$ cat src/rtl/mdc_pkg.sv
// Constants, register map and encodings of the eight-channel memory mover
// Summary of operation
// - Eight channels, each configured alone, all may hold a transaction at once.
// - Source and destination may be any 16-bit address, register region or RAM.
// - Programmable high and low limits bound accesses above the register region.
// - An access outside the limits ends the transaction and raises a channel event.
// - Per-channel size bit picks byte or word; reset leaves word size.
// - In byte size the address LSB selects upper or lower byte lane.
// - Each channel starts on its selected trigger, independent of its addresses.
// - One-shot mode moves exactly one item per trigger.
// - Continuous mode moves back to back until the counter runs out.
// - Repeated one-shot moves one item per trigger until software disables it.
// - Repeated continuous moves a full counted series per trigger until disabled.
// - Reload restores pointers and count after completion; repeated modes always reload.
// - Fixed or block addressing chosen separately for source and destination.
// - Block pointers increment or decrement independently after each move.
// - Round-robin: lower channel wins first collision, then higher numbers in turn.
// - Fixed scheme: lowest numbered requester wins a collision unless it is the channel just served.
// - Fixed scheme: the channel just served gets no immediate retrigger grant while another channel requests.
// - A busy high-priority channel waits for the next lower pending requester.
// - The engine starts no bus access while the CPU asks for the bus; an access already begun runs on.
// - Two power-down bits gate channels 0-3 and 4-7; each stops only its own group, both together stop the engine.
// - Transfer mode codes: 11 rep. continuous, 10 continuous, 01 rep. one-shot, 00 one-shot.
// - Address mode codes: 00 fixed, 01 increment, 10 decrement, 11 reserved.
// - Size bit one selects bytes, zero selects words.
// - Clearing engine enable stops the engine and ends every active channel.
package mdc_pkg;

    // ==================================================
    // Register map (byte addresses)
    localparam logic [8:0] REG_ENGINE   = 9'h000;
    localparam logic [8:0] REG_HIGH_LIM = 9'h004;
    localparam logic [8:0] REG_LOW_LIM  = 9'h008;
    localparam logic [8:0] REG_PWRDN    = 9'h00c;
    localparam int         CH_SEL_BIT   = 8;
    localparam logic [4:0] CH_CTRL      = 5'h00;
    localparam logic [4:0] CH_INT       = 5'h04;
    localparam logic [4:0] CH_SRC       = 5'h08;
    localparam logic [4:0] CH_DST       = 5'h0c;
    localparam logic [4:0] CH_CNT       = 5'h10;

    // ==================================================
    // Field positions
    localparam int ENG_EN_BIT  = 15;
    localparam int PRIO_BIT    = 0;
    localparam int PD_LOW_BIT  = 0;
    localparam int PD_HIGH_BIT = 1;
    localparam int CHANNEL_ENABLE_BIT    = 0;
    localparam int SIZE_BIT    = 1;
    localparam int TRM_LSB     = 2;
    localparam int DAM_LSB     = 4;
    localparam int SAM_LSB     = 6;
    localparam int SWREQ_BIT   = 8;
    localparam int RELOAD_BIT  = 9;
    localparam int OVR_BIT     = 3;
    localparam int DONE_BIT    = 5;
    localparam int LOWF_BIT    = 6;
    localparam int HIGHF_BIT   = 7;
    localparam int TSEL_LSB    = 8;

    // ==================================================
    // Reset values and address regions
    localparam logic [15:0] CTRL_MASK    = 16'h02ff;
    localparam logic [15:0] CTRL_RST     = 16'h0000;
    localparam logic [15:0] HIGH_LIM_RST = 16'hffff;
    localparam logic [15:0] LOW_LIM_RST  = 16'h0800;
    localparam logic [15:0] SFR_TOP      = 16'h07ff;

    // ==================================================
    // Encodings
    typedef enum logic [1:0] {
        TR_ONESHOT     = 2'h0,
        TR_REP_ONESHOT = 2'h1,
        TR_CONT        = 2'h2,
        TR_REP_CONT    = 2'h3
    } mdc_transfer_mode_field_e;

    typedef enum logic [1:0] {
        AM_FIXED = 2'h0,
        AM_INC   = 2'h1,
        AM_DEC   = 2'h2,
        AM_RSVD  = 2'h3
    } mdc_amode_e;

    typedef enum logic [1:0] {
        ST_IDLE   = 2'h0,
        ST_READ   = 2'h1,
        ST_WRITE  = 2'h3,
        ST_UPDATE = 2'h2
    } mdc_state_e;

endpackage

$ cat src/rtl/mdc_top.sv
// Eight-channel memory mover with Wishbone register slave and a bus master
`timescale 1ns/10ps
module mdc_top
    import mdc_pkg::*;
#(
    parameter int TRIG_W = 128
) (
    // Clock and reset
    input  wire logic              clk_i,
    input  wire logic              rst_i,
    // Wishbone register slave
    input  wire logic              wb_cyc_i,
    input  wire logic              wb_stb_i,
    input  wire logic              wb_we_i,
    input  wire logic [8:0]        wb_adr_i,
    input  wire logic [3:0]        wb_sel_i,
    input  wire logic [31:0]       wb_dat_i,
    output      logic [31:0]       wb_dat_o,
    output      logic              wb_ack_o,
    // Trigger sources and CPU bus demand
    input  wire logic [TRIG_W-1:0] trig_i,
    input  wire logic              cpu_bus_req_i,
    // Peripheral/data bus master
    output      logic              mem_req_o,
    output      logic              mem_we_o,
    output      logic [15:0]       mem_addr_o,
    output      logic [15:0]       mem_wdata_o,
    output      logic [1:0]        mem_be_o,
    input  wire logic              mem_ack_i,
    input  wire logic [15:0]       mem_rdata_i,
    // Per-channel completion or limit event
    output      logic [7:0]        chan_event_o
);

    // ==================================================
    // Helper functions
    function automatic logic [15:0] merge16(input logic [15:0] old, input logic [31:0] d, input logic [3:0] sel);
        merge16 = {sel[1] ? d[15:8] : old[15:8], sel[0] ? d[7:0] : old[7:0]};
    endfunction

    function automatic logic [15:0] step(input logic [15:0] a, input logic [1:0] md, input logic byte_sz);
        logic [15:0] d;
        d = byte_sz ? 16'h0001 : 16'h0002;
        unique case (md)
            AM_INC:  step = a + d;
            AM_DEC:  step = a - d;
            default: step = a;
        endcase
    endfunction

    function automatic logic [3:0] pick(input logic [7:0] req, input logic [2:0] start);
        logic [2:0] idx;
        pick = 4'h0;
        for (int k = 7; k >= 0; k--) begin
            idx = start + 3'(k);
            if (req[idx]) begin
                pick = {1'b1, idx};
            end
        end
    endfunction

    function automatic logic outside(input logic [15:0] a, input logic [15:0] hi, input logic [15:0] lo);
        outside = (a > SFR_TOP) && ((a > hi) || (a < lo));
    endfunction

    // ==================================================
    // State
    logic        eng_en, prio_rr, pd_low, pd_high;
    logic [15:0] hi_lim, lo_lim;
    logic [15:0] ctrl [8];
    logic [6:0]  tsel [8];
    logic [15:0] src [8], dst [8], cnt [8];
    logic [15:0] src0 [8], dst0 [8], cnt0 [8];
    logic [7:0]  f_hi, f_lo, f_done, f_ovr, pend, on;
    mdc_state_e  st;
    logic [2:0]  cur, last;
    logic [15:0] dbuf;

    // ==================================================
    // Register bus decode
    logic       wr, sw_req_wr;
    logic [2:0] wch;
    logic [4:0] woff;
    logic       glob;
    assign wr   = wb_cyc_i && wb_stb_i && wb_we_i && !wb_ack_o;
    assign wch  = wb_adr_i[7:5];
    assign woff = wb_adr_i[4:0];
    assign glob = !wb_adr_i[CH_SEL_BIT];
    assign sw_req_wr = wr && !glob && woff == CH_CTRL && wb_sel_i[1] && wb_dat_i[SWREQ_BIT];

    always_ff @(posedge clk_i) begin
        if (rst_i) begin
            wb_ack_o <= 1'b0;
        end else begin
            wb_ack_o <= wb_cyc_i && wb_stb_i && !wb_ack_o;
        end
    end

    always_ff @(posedge clk_i) begin
        if (rst_i) begin
            wb_dat_o <= 32'h0000_0000;
        end else begin
            wb_dat_o <= 32'h0000_0000;
            if (glob) begin
                unique case (wb_adr_i)
                    REG_ENGINE:   wb_dat_o[15:0] <= 16'(eng_en) << ENG_EN_BIT | 16'(prio_rr) << PRIO_BIT;
                    REG_HIGH_LIM: wb_dat_o[15:0] <= hi_lim;
                    REG_LOW_LIM:  wb_dat_o[15:0] <= lo_lim;
                    REG_PWRDN:    wb_dat_o[1:0]  <= {pd_high, pd_low};
                    default:      wb_dat_o       <= 32'h0000_0000;
                endcase
            end else begin
                unique case (woff)
                    CH_CTRL: wb_dat_o[15:0] <= ctrl[wch];
                    CH_INT:  wb_dat_o[15:0] <= {1'b0, tsel[wch], f_hi[wch], f_lo[wch], f_done[wch],
                                                1'b0, f_ovr[wch], 3'h0};
                    CH_SRC:  wb_dat_o[15:0] <= src[wch];
                    CH_DST:  wb_dat_o[15:0] <= dst[wch];
                    CH_CNT:  wb_dat_o[15:0] <= cnt[wch];
                    default: wb_dat_o       <= 32'h0000_0000;
                endcase
            end
        end
    end

    // ==================================================
    // Engine-level controls
    always_ff @(posedge clk_i) begin
        if (rst_i) begin
            eng_en  <= 1'b0;
            prio_rr <= 1'b0;
            hi_lim  <= HIGH_LIM_RST;
            lo_lim  <= LOW_LIM_RST;
            pd_low  <= 1'b0;
            pd_high <= 1'b0;
        end else if (wr && glob) begin
            if (wb_adr_i == REG_ENGINE && wb_sel_i[1]) begin
                eng_en <= wb_dat_i[ENG_EN_BIT];
            end
            if (wb_adr_i == REG_ENGINE && wb_sel_i[0]) begin
                prio_rr <= wb_dat_i[PRIO_BIT];
            end
            if (wb_adr_i == REG_HIGH_LIM) begin
                hi_lim <= merge16(hi_lim, wb_dat_i, wb_sel_i);
            end
            if (wb_adr_i == REG_LOW_LIM) begin
                lo_lim <= merge16(lo_lim, wb_dat_i, wb_sel_i);
            end
            if (wb_adr_i == REG_PWRDN && wb_sel_i[0]) begin
                pd_low  <= wb_dat_i[PD_LOW_BIT];
                pd_high <= wb_dat_i[PD_HIGH_BIT];
            end
        end
    end

    // ==================================================
    // Channel availability, triggers and arbitration
    logic [7:0] hit, req, req_f, last_oh;
    logic [3:0] gnt;
    logic       cur_byte, issue, viol_s, viol_d;
    logic [1:0] cur_tr;
    logic [15:0] cnt_cur;

    always_comb begin
        for (int i = 0; i < 8; i++) begin
            // Power-down groups gate half of the channels each
            on[i]  = eng_en && ctrl[i][CHANNEL_ENABLE_BIT] && !(i < 4 ? pd_low : pd_high);
            hit[i] = on[i] && ((tsel[i] != 7'h00 && trig_i[tsel[i]]) || (sw_req_wr && wch == 3'(i)));
        end
    end

    assign req     = pend & on;
    assign last_oh = 8'h01 << last;
    // The channel just served steps aside while any other one waits
    assign req_f   = ((req & ~last_oh) != 8'h00) ? (req & ~last_oh) : req;
    assign gnt     = prio_rr ? pick(req, last + 3'h1) : pick(req_f, 3'h0);
    assign issue   = st == ST_IDLE && gnt[3] && !cpu_bus_req_i;
    assign viol_s  = outside(src[gnt[2:0]], hi_lim, lo_lim);
    assign viol_d  = outside(dst[gnt[2:0]], hi_lim, lo_lim);
    assign cur_byte = ctrl[cur][SIZE_BIT];
    assign cur_tr   = ctrl[cur][TRM_LSB +: 2];
    assign cnt_cur  = cnt[cur];

    logic last_item, fin, abort;
    assign last_item = cnt_cur <= 16'h0001;
    assign fin   = st == ST_UPDATE && last_item;
    assign abort = issue && (viol_s || viol_d);

    always_ff @(posedge clk_i) begin
        if (rst_i) begin
            pend <= 8'h00;
        end else begin
            for (int i = 0; i < 8; i++) begin
                if (!on[i]) begin
                    pend[i] <= 1'b0;
                end else if (hit[i]) begin
                    pend[i] <= 1'b1;
                end else if (st == ST_UPDATE && cur == 3'(i) && (!cur_tr[1] || last_item)) begin
                    pend[i] <= 1'b0;
                end else if (abort && gnt[2:0] == 3'(i)) begin
                    pend[i] <= 1'b0;
                end
            end
        end
    end

    // ==================================================
    // Channel control, flags and trigger select
    always_ff @(posedge clk_i) begin
        if (rst_i) begin
            for (int i = 0; i < 8; i++) begin
                ctrl[i] <= CTRL_RST;
                tsel[i] <= 7'h00;
            end
            f_hi   <= 8'h00;
            f_lo   <= 8'h00;
            f_done <= 8'h00;
            f_ovr  <= 8'h00;
        end else begin
            if (wr && !glob && woff == CH_CTRL) begin
                ctrl[wch] <= merge16(ctrl[wch], wb_dat_i, wb_sel_i) & CTRL_MASK;
            end
            if (wr && !glob && woff == CH_INT) begin
                if (wb_sel_i[1]) begin
                    tsel[wch] <= wb_dat_i[TSEL_LSB +: 7];
                end
                if (wb_sel_i[0]) begin
                    f_hi[wch]   <= wb_dat_i[HIGHF_BIT];
                    f_lo[wch]   <= wb_dat_i[LOWF_BIT];
                    f_done[wch] <= wb_dat_i[DONE_BIT];
                    f_ovr[wch]  <= wb_dat_i[OVR_BIT];
                end
            end
            // Hardware sets come last so they win over a clearing write
            for (int i = 0; i < 8; i++) begin
                if (hit[i] && pend[i]) begin
                    f_ovr[i] <= 1'b1;
                end
            end
            if (abort) begin
                // Limit flags are sticky: only software clears them
                if ((viol_s && src[gnt[2:0]] > hi_lim) || (viol_d && dst[gnt[2:0]] > hi_lim)) begin
                    f_hi[gnt[2:0]] <= 1'b1;
                end
                if ((viol_s && src[gnt[2:0]] < lo_lim) || (viol_d && dst[gnt[2:0]] < lo_lim)) begin
                    f_lo[gnt[2:0]] <= 1'b1;
                end
                ctrl[gnt[2:0]][CHANNEL_ENABLE_BIT] <= 1'b0;
            end
            if (fin) begin
                f_done[cur] <= 1'b1;
                if (!cur_tr[0]) begin
                    ctrl[cur][CHANNEL_ENABLE_BIT] <= 1'b0;
                end
            end
        end
    end

    // ==================================================
    // Pointers and counters with reload copies
    always_ff @(posedge clk_i) begin
        if (rst_i) begin
            for (int i = 0; i < 8; i++) begin
                src[i]  <= 16'h0000;
                dst[i]  <= 16'h0000;
                cnt[i]  <= 16'h0000;
                src0[i] <= 16'h0000;
                dst0[i] <= 16'h0000;
                cnt0[i] <= 16'h0000;
            end
        end else begin
            if (wr && !glob && woff == CH_SRC) begin
                src[wch]  <= merge16(src[wch], wb_dat_i, wb_sel_i);
                src0[wch] <= merge16(src[wch], wb_dat_i, wb_sel_i);
            end
            if (wr && !glob && woff == CH_DST) begin
                dst[wch]  <= merge16(dst[wch], wb_dat_i, wb_sel_i);
                dst0[wch] <= merge16(dst[wch], wb_dat_i, wb_sel_i);
            end
            if (wr && !glob && woff == CH_CNT) begin
                cnt[wch]  <= merge16(cnt[wch], wb_dat_i, wb_sel_i);
                cnt0[wch] <= merge16(cnt[wch], wb_dat_i, wb_sel_i);
            end
            if (st == ST_UPDATE) begin
                if (last_item && (cur_tr[0] || ctrl[cur][RELOAD_BIT])) begin
                    src[cur] <= src0[cur];
                    dst[cur] <= dst0[cur];
                    cnt[cur] <= cnt0[cur];
                end else begin
                    // Independent source and destination stepping
                    src[cur] <= step(src[cur], ctrl[cur][SAM_LSB +: 2], cur_byte);
                    dst[cur] <= step(dst[cur], ctrl[cur][DAM_LSB +: 2], cur_byte);
                    cnt[cur] <= last_item ? 16'h0000 : cnt_cur - 16'h0001;
                end
            end
        end
    end

    // ==================================================
    // Transfer engine and bus master
    always_ff @(posedge clk_i) begin
        if (rst_i) begin
            st          <= ST_IDLE;
            cur         <= 3'h0;
            last        <= 3'h7;
            dbuf        <= 16'h0000;
            mem_req_o   <= 1'b0;
            mem_we_o    <= 1'b0;
            mem_addr_o  <= 16'h0000;
            mem_wdata_o <= 16'h0000;
            mem_be_o    <= 2'h0;
        end else if (st != ST_IDLE && !on[cur]) begin
            // Disabling mid-move abandons the access in flight
            st        <= ST_IDLE;
            mem_req_o <= 1'b0;
        end else begin
            unique case (st)
                ST_IDLE: begin
                    if (issue) begin
                        cur  <= gnt[2:0];
                        last <= gnt[2:0];
                        if (!(viol_s || viol_d)) begin
                            st         <= ST_READ;
                            mem_req_o  <= 1'b1;
                            mem_we_o   <= 1'b0;
                            mem_addr_o <= src[gnt[2:0]];
                            mem_be_o   <= !ctrl[gnt[2:0]][SIZE_BIT] ? 2'h3 :
                                          (src[gnt[2:0]][0] ? 2'h2 : 2'h1);
                        end
                    end
                end
                ST_READ: begin
                    if (mem_ack_i) begin
                        mem_req_o <= 1'b0;
                        st        <= ST_WRITE;
                        if (!cur_byte) begin
                            dbuf <= mem_rdata_i;
                        end else begin
                            dbuf <= {2{mem_addr_o[0] ? mem_rdata_i[15:8] : mem_rdata_i[7:0]}};
                        end
                    end
                end
                ST_WRITE: begin
                    if (mem_req_o && mem_ack_i) begin
                        mem_req_o <= 1'b0;
                        mem_we_o  <= 1'b0;
                        st        <= ST_UPDATE;
                    end else if (!mem_req_o && !cpu_bus_req_i) begin
                        mem_req_o   <= 1'b1;
                        mem_we_o    <= 1'b1;
                        mem_addr_o  <= dst[cur];
                        mem_wdata_o <= dbuf;
                        mem_be_o    <= !cur_byte ? 2'h3 : (dst[cur][0] ? 2'h2 : 2'h1);
                    end
                end
                ST_UPDATE: begin
                    st <= ST_IDLE;
                end
            endcase
        end
    end

    always_ff @(posedge clk_i) begin
        if (rst_i) begin
            chan_event_o <= 8'h00;
        end else begin
            chan_event_o <= (abort ? 8'h01 << gnt[2:0] : 8'h00) | (fin ? 8'h01 << cur : 8'h00);
        end
    end

    // ==================================================
    // Assertions
    property p_yield;
        @(posedge clk_i) disable iff (rst_i) $rose(mem_req_o) |-> !$past(cpu_bus_req_i);
    endproperty
    a_yield: assert property (p_yield) else $error("bus taken while CPU asked for it");
    property p_limit;
        @(posedge clk_i) disable iff (rst_i) abort |=> !mem_req_o && chan_event_o != 8'h00 && st == ST_IDLE;
    endproperty
    a_limit: assert property (p_limit) else $error("limit violation not terminated");
    property p_word_be;
        @(posedge clk_i) disable iff (rst_i) mem_req_o && !cur_byte |-> mem_be_o == 2'h3;
    endproperty
    a_word_be: assert property (p_word_be) else $error("word move without both lanes");
    property p_byte_lane;
        @(posedge clk_i) disable iff (rst_i) mem_req_o && cur_byte |-> mem_be_o == (mem_addr_o[0] ? 2'h2 : 2'h1);
    endproperty
    a_byte_lane: assert property (p_byte_lane) else $error("byte lane does not follow address LSB");
    property p_disable;
        @(posedge clk_i) disable iff (rst_i) !eng_en ##1 !eng_en |-> st == ST_IDLE && !mem_req_o;
    endproperty
    a_disable: assert property (p_disable) else $error("engine active while disabled");
    property p_fixed;
        @(posedge clk_i) disable iff (rst_i) !prio_rr && req[0] && last != 3'h0 |-> gnt == 4'h8;
    endproperty
    a_fixed: assert property (p_fixed) else $error("lowest requester not granted");
    property p_rr_next;
        @(posedge clk_i) disable iff (rst_i) prio_rr && req[last + 3'h1] |-> gnt[2:0] == last + 3'h1;
    endproperty
    a_rr_next: assert property (p_rr_next) else $error("round-robin order broken");
    property p_no_retrig;
        @(posedge clk_i) disable iff (rst_i) !prio_rr && (req & ~last_oh) != 8'h00 |-> gnt[2:0] != last;
    endproperty
    a_no_retrig: assert property (p_no_retrig) else $error("served channel regranted at once");
    property p_cnt_dec;
        @(posedge clk_i) disable iff (rst_i)
            st == ST_UPDATE && on[cur] && cnt_cur > 16'h0001 |=> cnt_cur == $past(cnt_cur) - 16'h0001;
    endproperty
    a_cnt_dec: assert property (p_cnt_dec) else $error("count not decremented by one");

endmodule

$ cat config.mk
export PLATFORM = sky130hd
export DESIGN_NAME = mdc_top
export DESIGN_NICKNAME = d
export VERILOG_FILES = /design/src/rtl/mdc_pkg.sv /design/src/rtl/mdc_top.sv
export SDC_FILE = /design/constraint.sdc
export NUM_CORES = 2
export LEC_CHECK = 0
export BUFFER_PORTS_ARGS = -buffer_cell sky130_fd_sc_hd__clkbuf_2
export CORE_ASPECT_RATIO = 0.8
export CORE_MARGIN = 2
export CORE_UTILIZATION = 45
export CTS_BUF_LIST = sky130_fd_sc_hd__clkbuf_4
export DETAILED_ROUTE_END_ITERATION = 12
export GPL_TIMING_DRIVEN = 0
export PLACE_DENSITY = 0.59
export SETUP_SLACK_MARGIN = 0.15
export SLEW_MARGIN = 0
export SYNTH_ARGS = -nofsm -noshare
export SYNTH_HDL_FRONTEND = slang
export SYNTH_SLANG_ARGS = --single-unit
export TNS_END_PERCENT = 20
$ cat constraint.sdc
create_clock -name clk_i -period 10.02 [get_ports clk_i]
set_clock_uncertainty 0.2 [all_clocks]
set_input_delay 2.004 -clock clk_i [delete_from_list [all_inputs] [get_ports clk_i]]
set_output_delay 2.004 -clock clk_i [all_outputs]
set_load 0.01 [all_outputs]
==> summary.md <==
| Metric | Value |
|---|---|
| Outcome | complete, but fails checks |
| Violated checks | capacitance limit, slew limit, setup timing |
| CTS H-tree lvls | 5 |
| Post-DR wirelength/cell | 41.85 um |
| Slowest stage cell on the critical path | sky130_fd_sc_hd__o211ai_1 |
| Setup WS pre-CTS | -3235 ps |
| Cell depth of the worst min-delay path | 2 |
| Async SR Flop Fraction | 0% |
| RSZ-0062 raised after global routing | true |
| Buffer depth of the longest clock path | 4 |
| Count of unresolved DRC violations after routing | 0 |
| Worst-skew pair later-pin latency | 1370 ps |
| Number of antenna violations at the first check in global routing | 38 |
| Top cells by instance count after synthesis | sky130_fd_sc_hd__edfxtp_1 (888), sky130_fd_sc_hd__nor2_1 (779), sky130_fd_sc_hd__nand2_1 (723), sky130_fd_sc_hd__o21ai_0 (526), sky130_fd_sc_hd__mux4_2 (522) |
| CP bufs+invs | 8 |
| Quantity of I/O buffers inserted on ports | 230 |
| Routed vias/inst | 7.160 |
| Reg-to-Reg End | dst[2][9]$_DFFE_PP_ |
| DP Cell Count | 8422 |
| CTS buffer count | 297 |
| Maximum single-stage delay on the critical path | 1050 ps |
| Final weighted congestion in routability-driven placement | 1.098 |
| Gate Count Post-Synth | 6143 |
| Sequential share of the synthesized area | 43.88% |
| Sw Pwr | 3059 uW |
| Post-Route WL | 373400 um |
| Cell seen most often among critical-path stages | sky130_fd_sc_hd__o21ai_0 |
| Total grt overflow | 0 |
| Rows | 128 |
| Clock Power Share | 38.3% |
| R2R setup slack | -160 ps |
| Post-synth EDFFs | 888 |
| Synth Register Bits | 1060 |
| Crit path setup slack, layout | -159.4 ps |
| Netlist area before placement | 0.06861 mm2 |
| Data arrival time of the worst path | 11010 ps |
| Maximum number of pins on one net before global-route repair | 20 |
| Number of global-route vias before repair | 58152 |
| Distinct cell type count of the synthesized netlist | 101 |
| CP Data Required Time | 10850 ps |
| Max capacitance violation total | 19 |
| Hold path endpoint | mem_wdata_o[10]$_SDFFE_PP0P_ |
| Slew at the pin closest to its max-slew limit | 1709 ps |
| Half-perimeter wire length after placement | 285000 um |
| Number of design-rule violations left by the first detailed-router iteration | 12310 |
| Count of boundary I/O pins | 273 |
| Largest cells by area after synthesis | sky130_fd_sc_hd__edfxtp_1 (39%), sky130_fd_sc_hd__mux4_2 (17%), sky130_fd_sc_hd__mux2i_1 (6.5%) |
| Final Hold Viols | 0 |
| Core area | 0.1518 mm2 |
| Number of endpoints failing setup at the final stage | 11 |
| Chip Width | 440.6 um |
| Synth top area share | 38.87% |
| Number of max-slew violations in the final report | 134 |
| Min-delay worst type | reg2reg |
| Maximum frequency from static timing analysis | 0.09824 GHz |
| Worst IR Drop VDD | 0.00009586 V |
| Clock tree sinks | 1060 |
| Post-layout nets | 7011 |
| Global-route wire length before repair | 495900 um |
| Setup repair bufs after CTS | 0 |
| Worst Hold Launch | dbuf[10]$_SDFFE_PP0P_ |
| Clock tree from TritonCTS | built |
| Power Internal | 7245 uW |
| Kind of cell adding the most delay to the critical path | compound AO/OA/AOI/OAI gates |
| Die span in y | 353.2 um |
| Final worst-path cycle share | 101.6% |
| Crit. End Element | flop |
| Area delta synth->final | 11.43% |
| Relative contribution of combinational cells to total power | 13.3% |
| Area enclosed by the die boundary | 0.1556 mm2 |
| Net switching fraction of the power | 29.69% |
| Fin Hold WS | 245.6 ps |
| First-pass iteration count of the detailed router | 10 |
| Static Leak | 0.02786 uW |
| Number of cells in the finished layout apart from fillers | 8921 |
| Root cell of the clock tree | sky130_fd_sc_hd__clkbuf_4 |
| Share of total power in sequential cells | 48.4% |
| DR vias | 63877 |
| Initial Utilization | 45.19% |
| Clock transition at the registers of the reported paths | 70 ps |
| Power density over the cells | 134.8 mW/mm2 |
| Count leader, synth | sky130_fd_sc_hd__edfxtp_1 |
| Min cycle time layout | 10180 ps |
| Overall global routing resource usage | 47.05% |
| Antenna Violating Nets Remaining | 0 |
| Max FO, Critical Path | 18 |
| Synthesized area per cell | 11.17 um2 |
| WS Path Type | reg2reg |
| Share of post-route cells with drive strength above 1 | 23.28% |
| Critical path startpoint category | flop |
| Yosys synthesis warning count | 0 |
| Hold buffers post-CTS | 0 |
| Number of cell instances on the worst register-to-register path | 25 |
| Tightest slew margin relative to the limit | -14.32% |
| Prevailing post-synth register cell | sky130_fd_sc_hd__edfxtp_1 |
| Final core utilization | 50.35% |
| Most area-hungry cell type in the Yosys netlist | sky130_fd_sc_hd__edfxtp_1 |
-- how the worst max path moves through the flow --
stage / end / start / cells after the start / slack (ps)
after floorplan: dst[1][14]$_DFFE_PP_ / flop / 25 / 2340
after global placement: dst[2][12]$_DFFE_PP_ / flop / 26 / -4960
after detailed placement: src[0][13]$_DFFE_PP_ / flop / 26 / -3240
after CTS: dst[5][12]$_DFFE_PP_ / flop / 27 / 190
after global routing: dst[7][12]$_DFFE_PP_ / flop / 27 / -0.8
final: dst[2][9]$_DFFE_PP_ / flop / 25 / -160
-- tightest hold or removal path, stage by stage (launching register included) --
cell	delay [ps]
sky130_fd_sc_hd__dfxtp_1	310
sky130_fd_sc_hd__nand2_1	50
sky130_fd_sc_hd__a21oi_1	50
-- routing by layer --
metal | wire, um | vias up | track usage (%)
li1 | - | 24848 | -
met4 | 23820 | 26 | 25.25
met3 | 67460 | 1107 | 25.29
met2 | 141200 | 6281 | 59.33
met1 | 140200 | 31615 | 63.59
met5 | 636 | - | 1.765
-- flip-flops by register name (all words and copies together) (netlist names), 56 cells and up, named ones only --
signal	count
cnt0	128
cnt	128
dst0	128
dst	128
src0	128
src	128
ctrl	72
tsel	56
-- through the flow --
stage	power (uW)	area, um2	setup TNS (ps)
after global routing	10460	76420	-0.8136
after CTS	10150	76120	0
after floorplan	5722	68670	0
final	10300	76450	-652.9
after global placement	6340	72340	-633710
after detailed placement	6355	72670	-449840
-- cells by family (layout without fill, tap and decap cells) --
group | Yosys count | count (layout) | synth area share, %
flip-flops | 1060 | 1060 | 43.88
AO/OA/AOI/OAI | 1288 | 1288 | 11.64
adder cells (fa/ha/maj) | 107 | 107 | 1.973
AND/OR/NAND/NOR | 1913 | 1913 | 11.95
buffers and inverters | 599 | 1319 | 3.593
XOR/XNOR | 22 | 22 | 0.2808
other | 1 | 44 | 0.005466
multiplexers | 1153 | 1153 | 26.67
-- repair_timing --
item | in CTS | in global routing
endpoints found under the setup margin | 310 | 147
resized for setup | 60 | 66
pin swaps | 1 | 4
-- area by class of cell --
cell class                      instances  area, um2
Sequential cell                      1060      30110
Clock buffer                          411       3085
Tap cell                             2015       2521
Clock inverter                         58      280.3
Timing Repair Buffer                  257       1473
Antenna cell                           28      70.07
Multi-Input combinational cell       4499      36340
Inverter                               91      341.6
Fill cell                           13918      75380
Buffer                                502       2227
-- power by group through the flow --
stage	logic (uW)	registers [uW]	clock network, uW
floorplan	706	5020	0
global placement	1280	5060	0
detailed placement	1290	5070	0
CTS	1290	4970	3880
global route	1380	4990	4090
finish	1380	4990	3940
-- cell usage in the layout (no fill, tap or decap), types with 31 or more instances in the layout --
cell / count
sky130_fd_sc_hd__ha_1: 103
sky130_fd_sc_hd__o211ai_1: 49
sky130_fd_sc_hd__nor2_1: 777
sky130_fd_sc_hd__o221ai_1: 53
sky130_fd_sc_hd__inv_1: 89
sky130_fd_sc_hd__mux4_2: 522
sky130_fd_sc_hd__and2_1: 62
sky130_fd_sc_hd__a21oi_1: 202
sky130_fd_sc_hd__edfxtp_1: 888
sky130_fd_sc_hd__clkbuf_4: 419
sky130_fd_sc_hd__and3_1: 31
sky130_fd_sc_hd__a211oi_1: 45
sky130_fd_sc_hd__clkinv_1: 46
sky130_fd_sc_hd__mux2_2: 183
sky130_fd_sc_hd__o22ai_1: 59
sky130_fd_sc_hd__mux2i_1: 447
sky130_fd_sc_hd__o21ai_1: 102
sky130_fd_sc_hd__dfxtp_1: 172
sky130_fd_sc_hd__nor3_1: 66
sky130_fd_sc_hd__o21ai_0: 484
sky130_fd_sc_hd__nand2_1: 723
sky130_fd_sc_hd__clkbuf_2: 254
sky130_fd_sc_hd__nand3_1: 75
sky130_fd_sc_hd__buf_1: 51
sky130_fd_sc_hd__buf_4: 36
sky130_fd_sc_hd__buf_2: 42
sky130_fd_sc_hd__clkbuf_1: 335
sky130_fd_sc_hd__nand2b_1: 42
(Power assumes the default switching activity.)
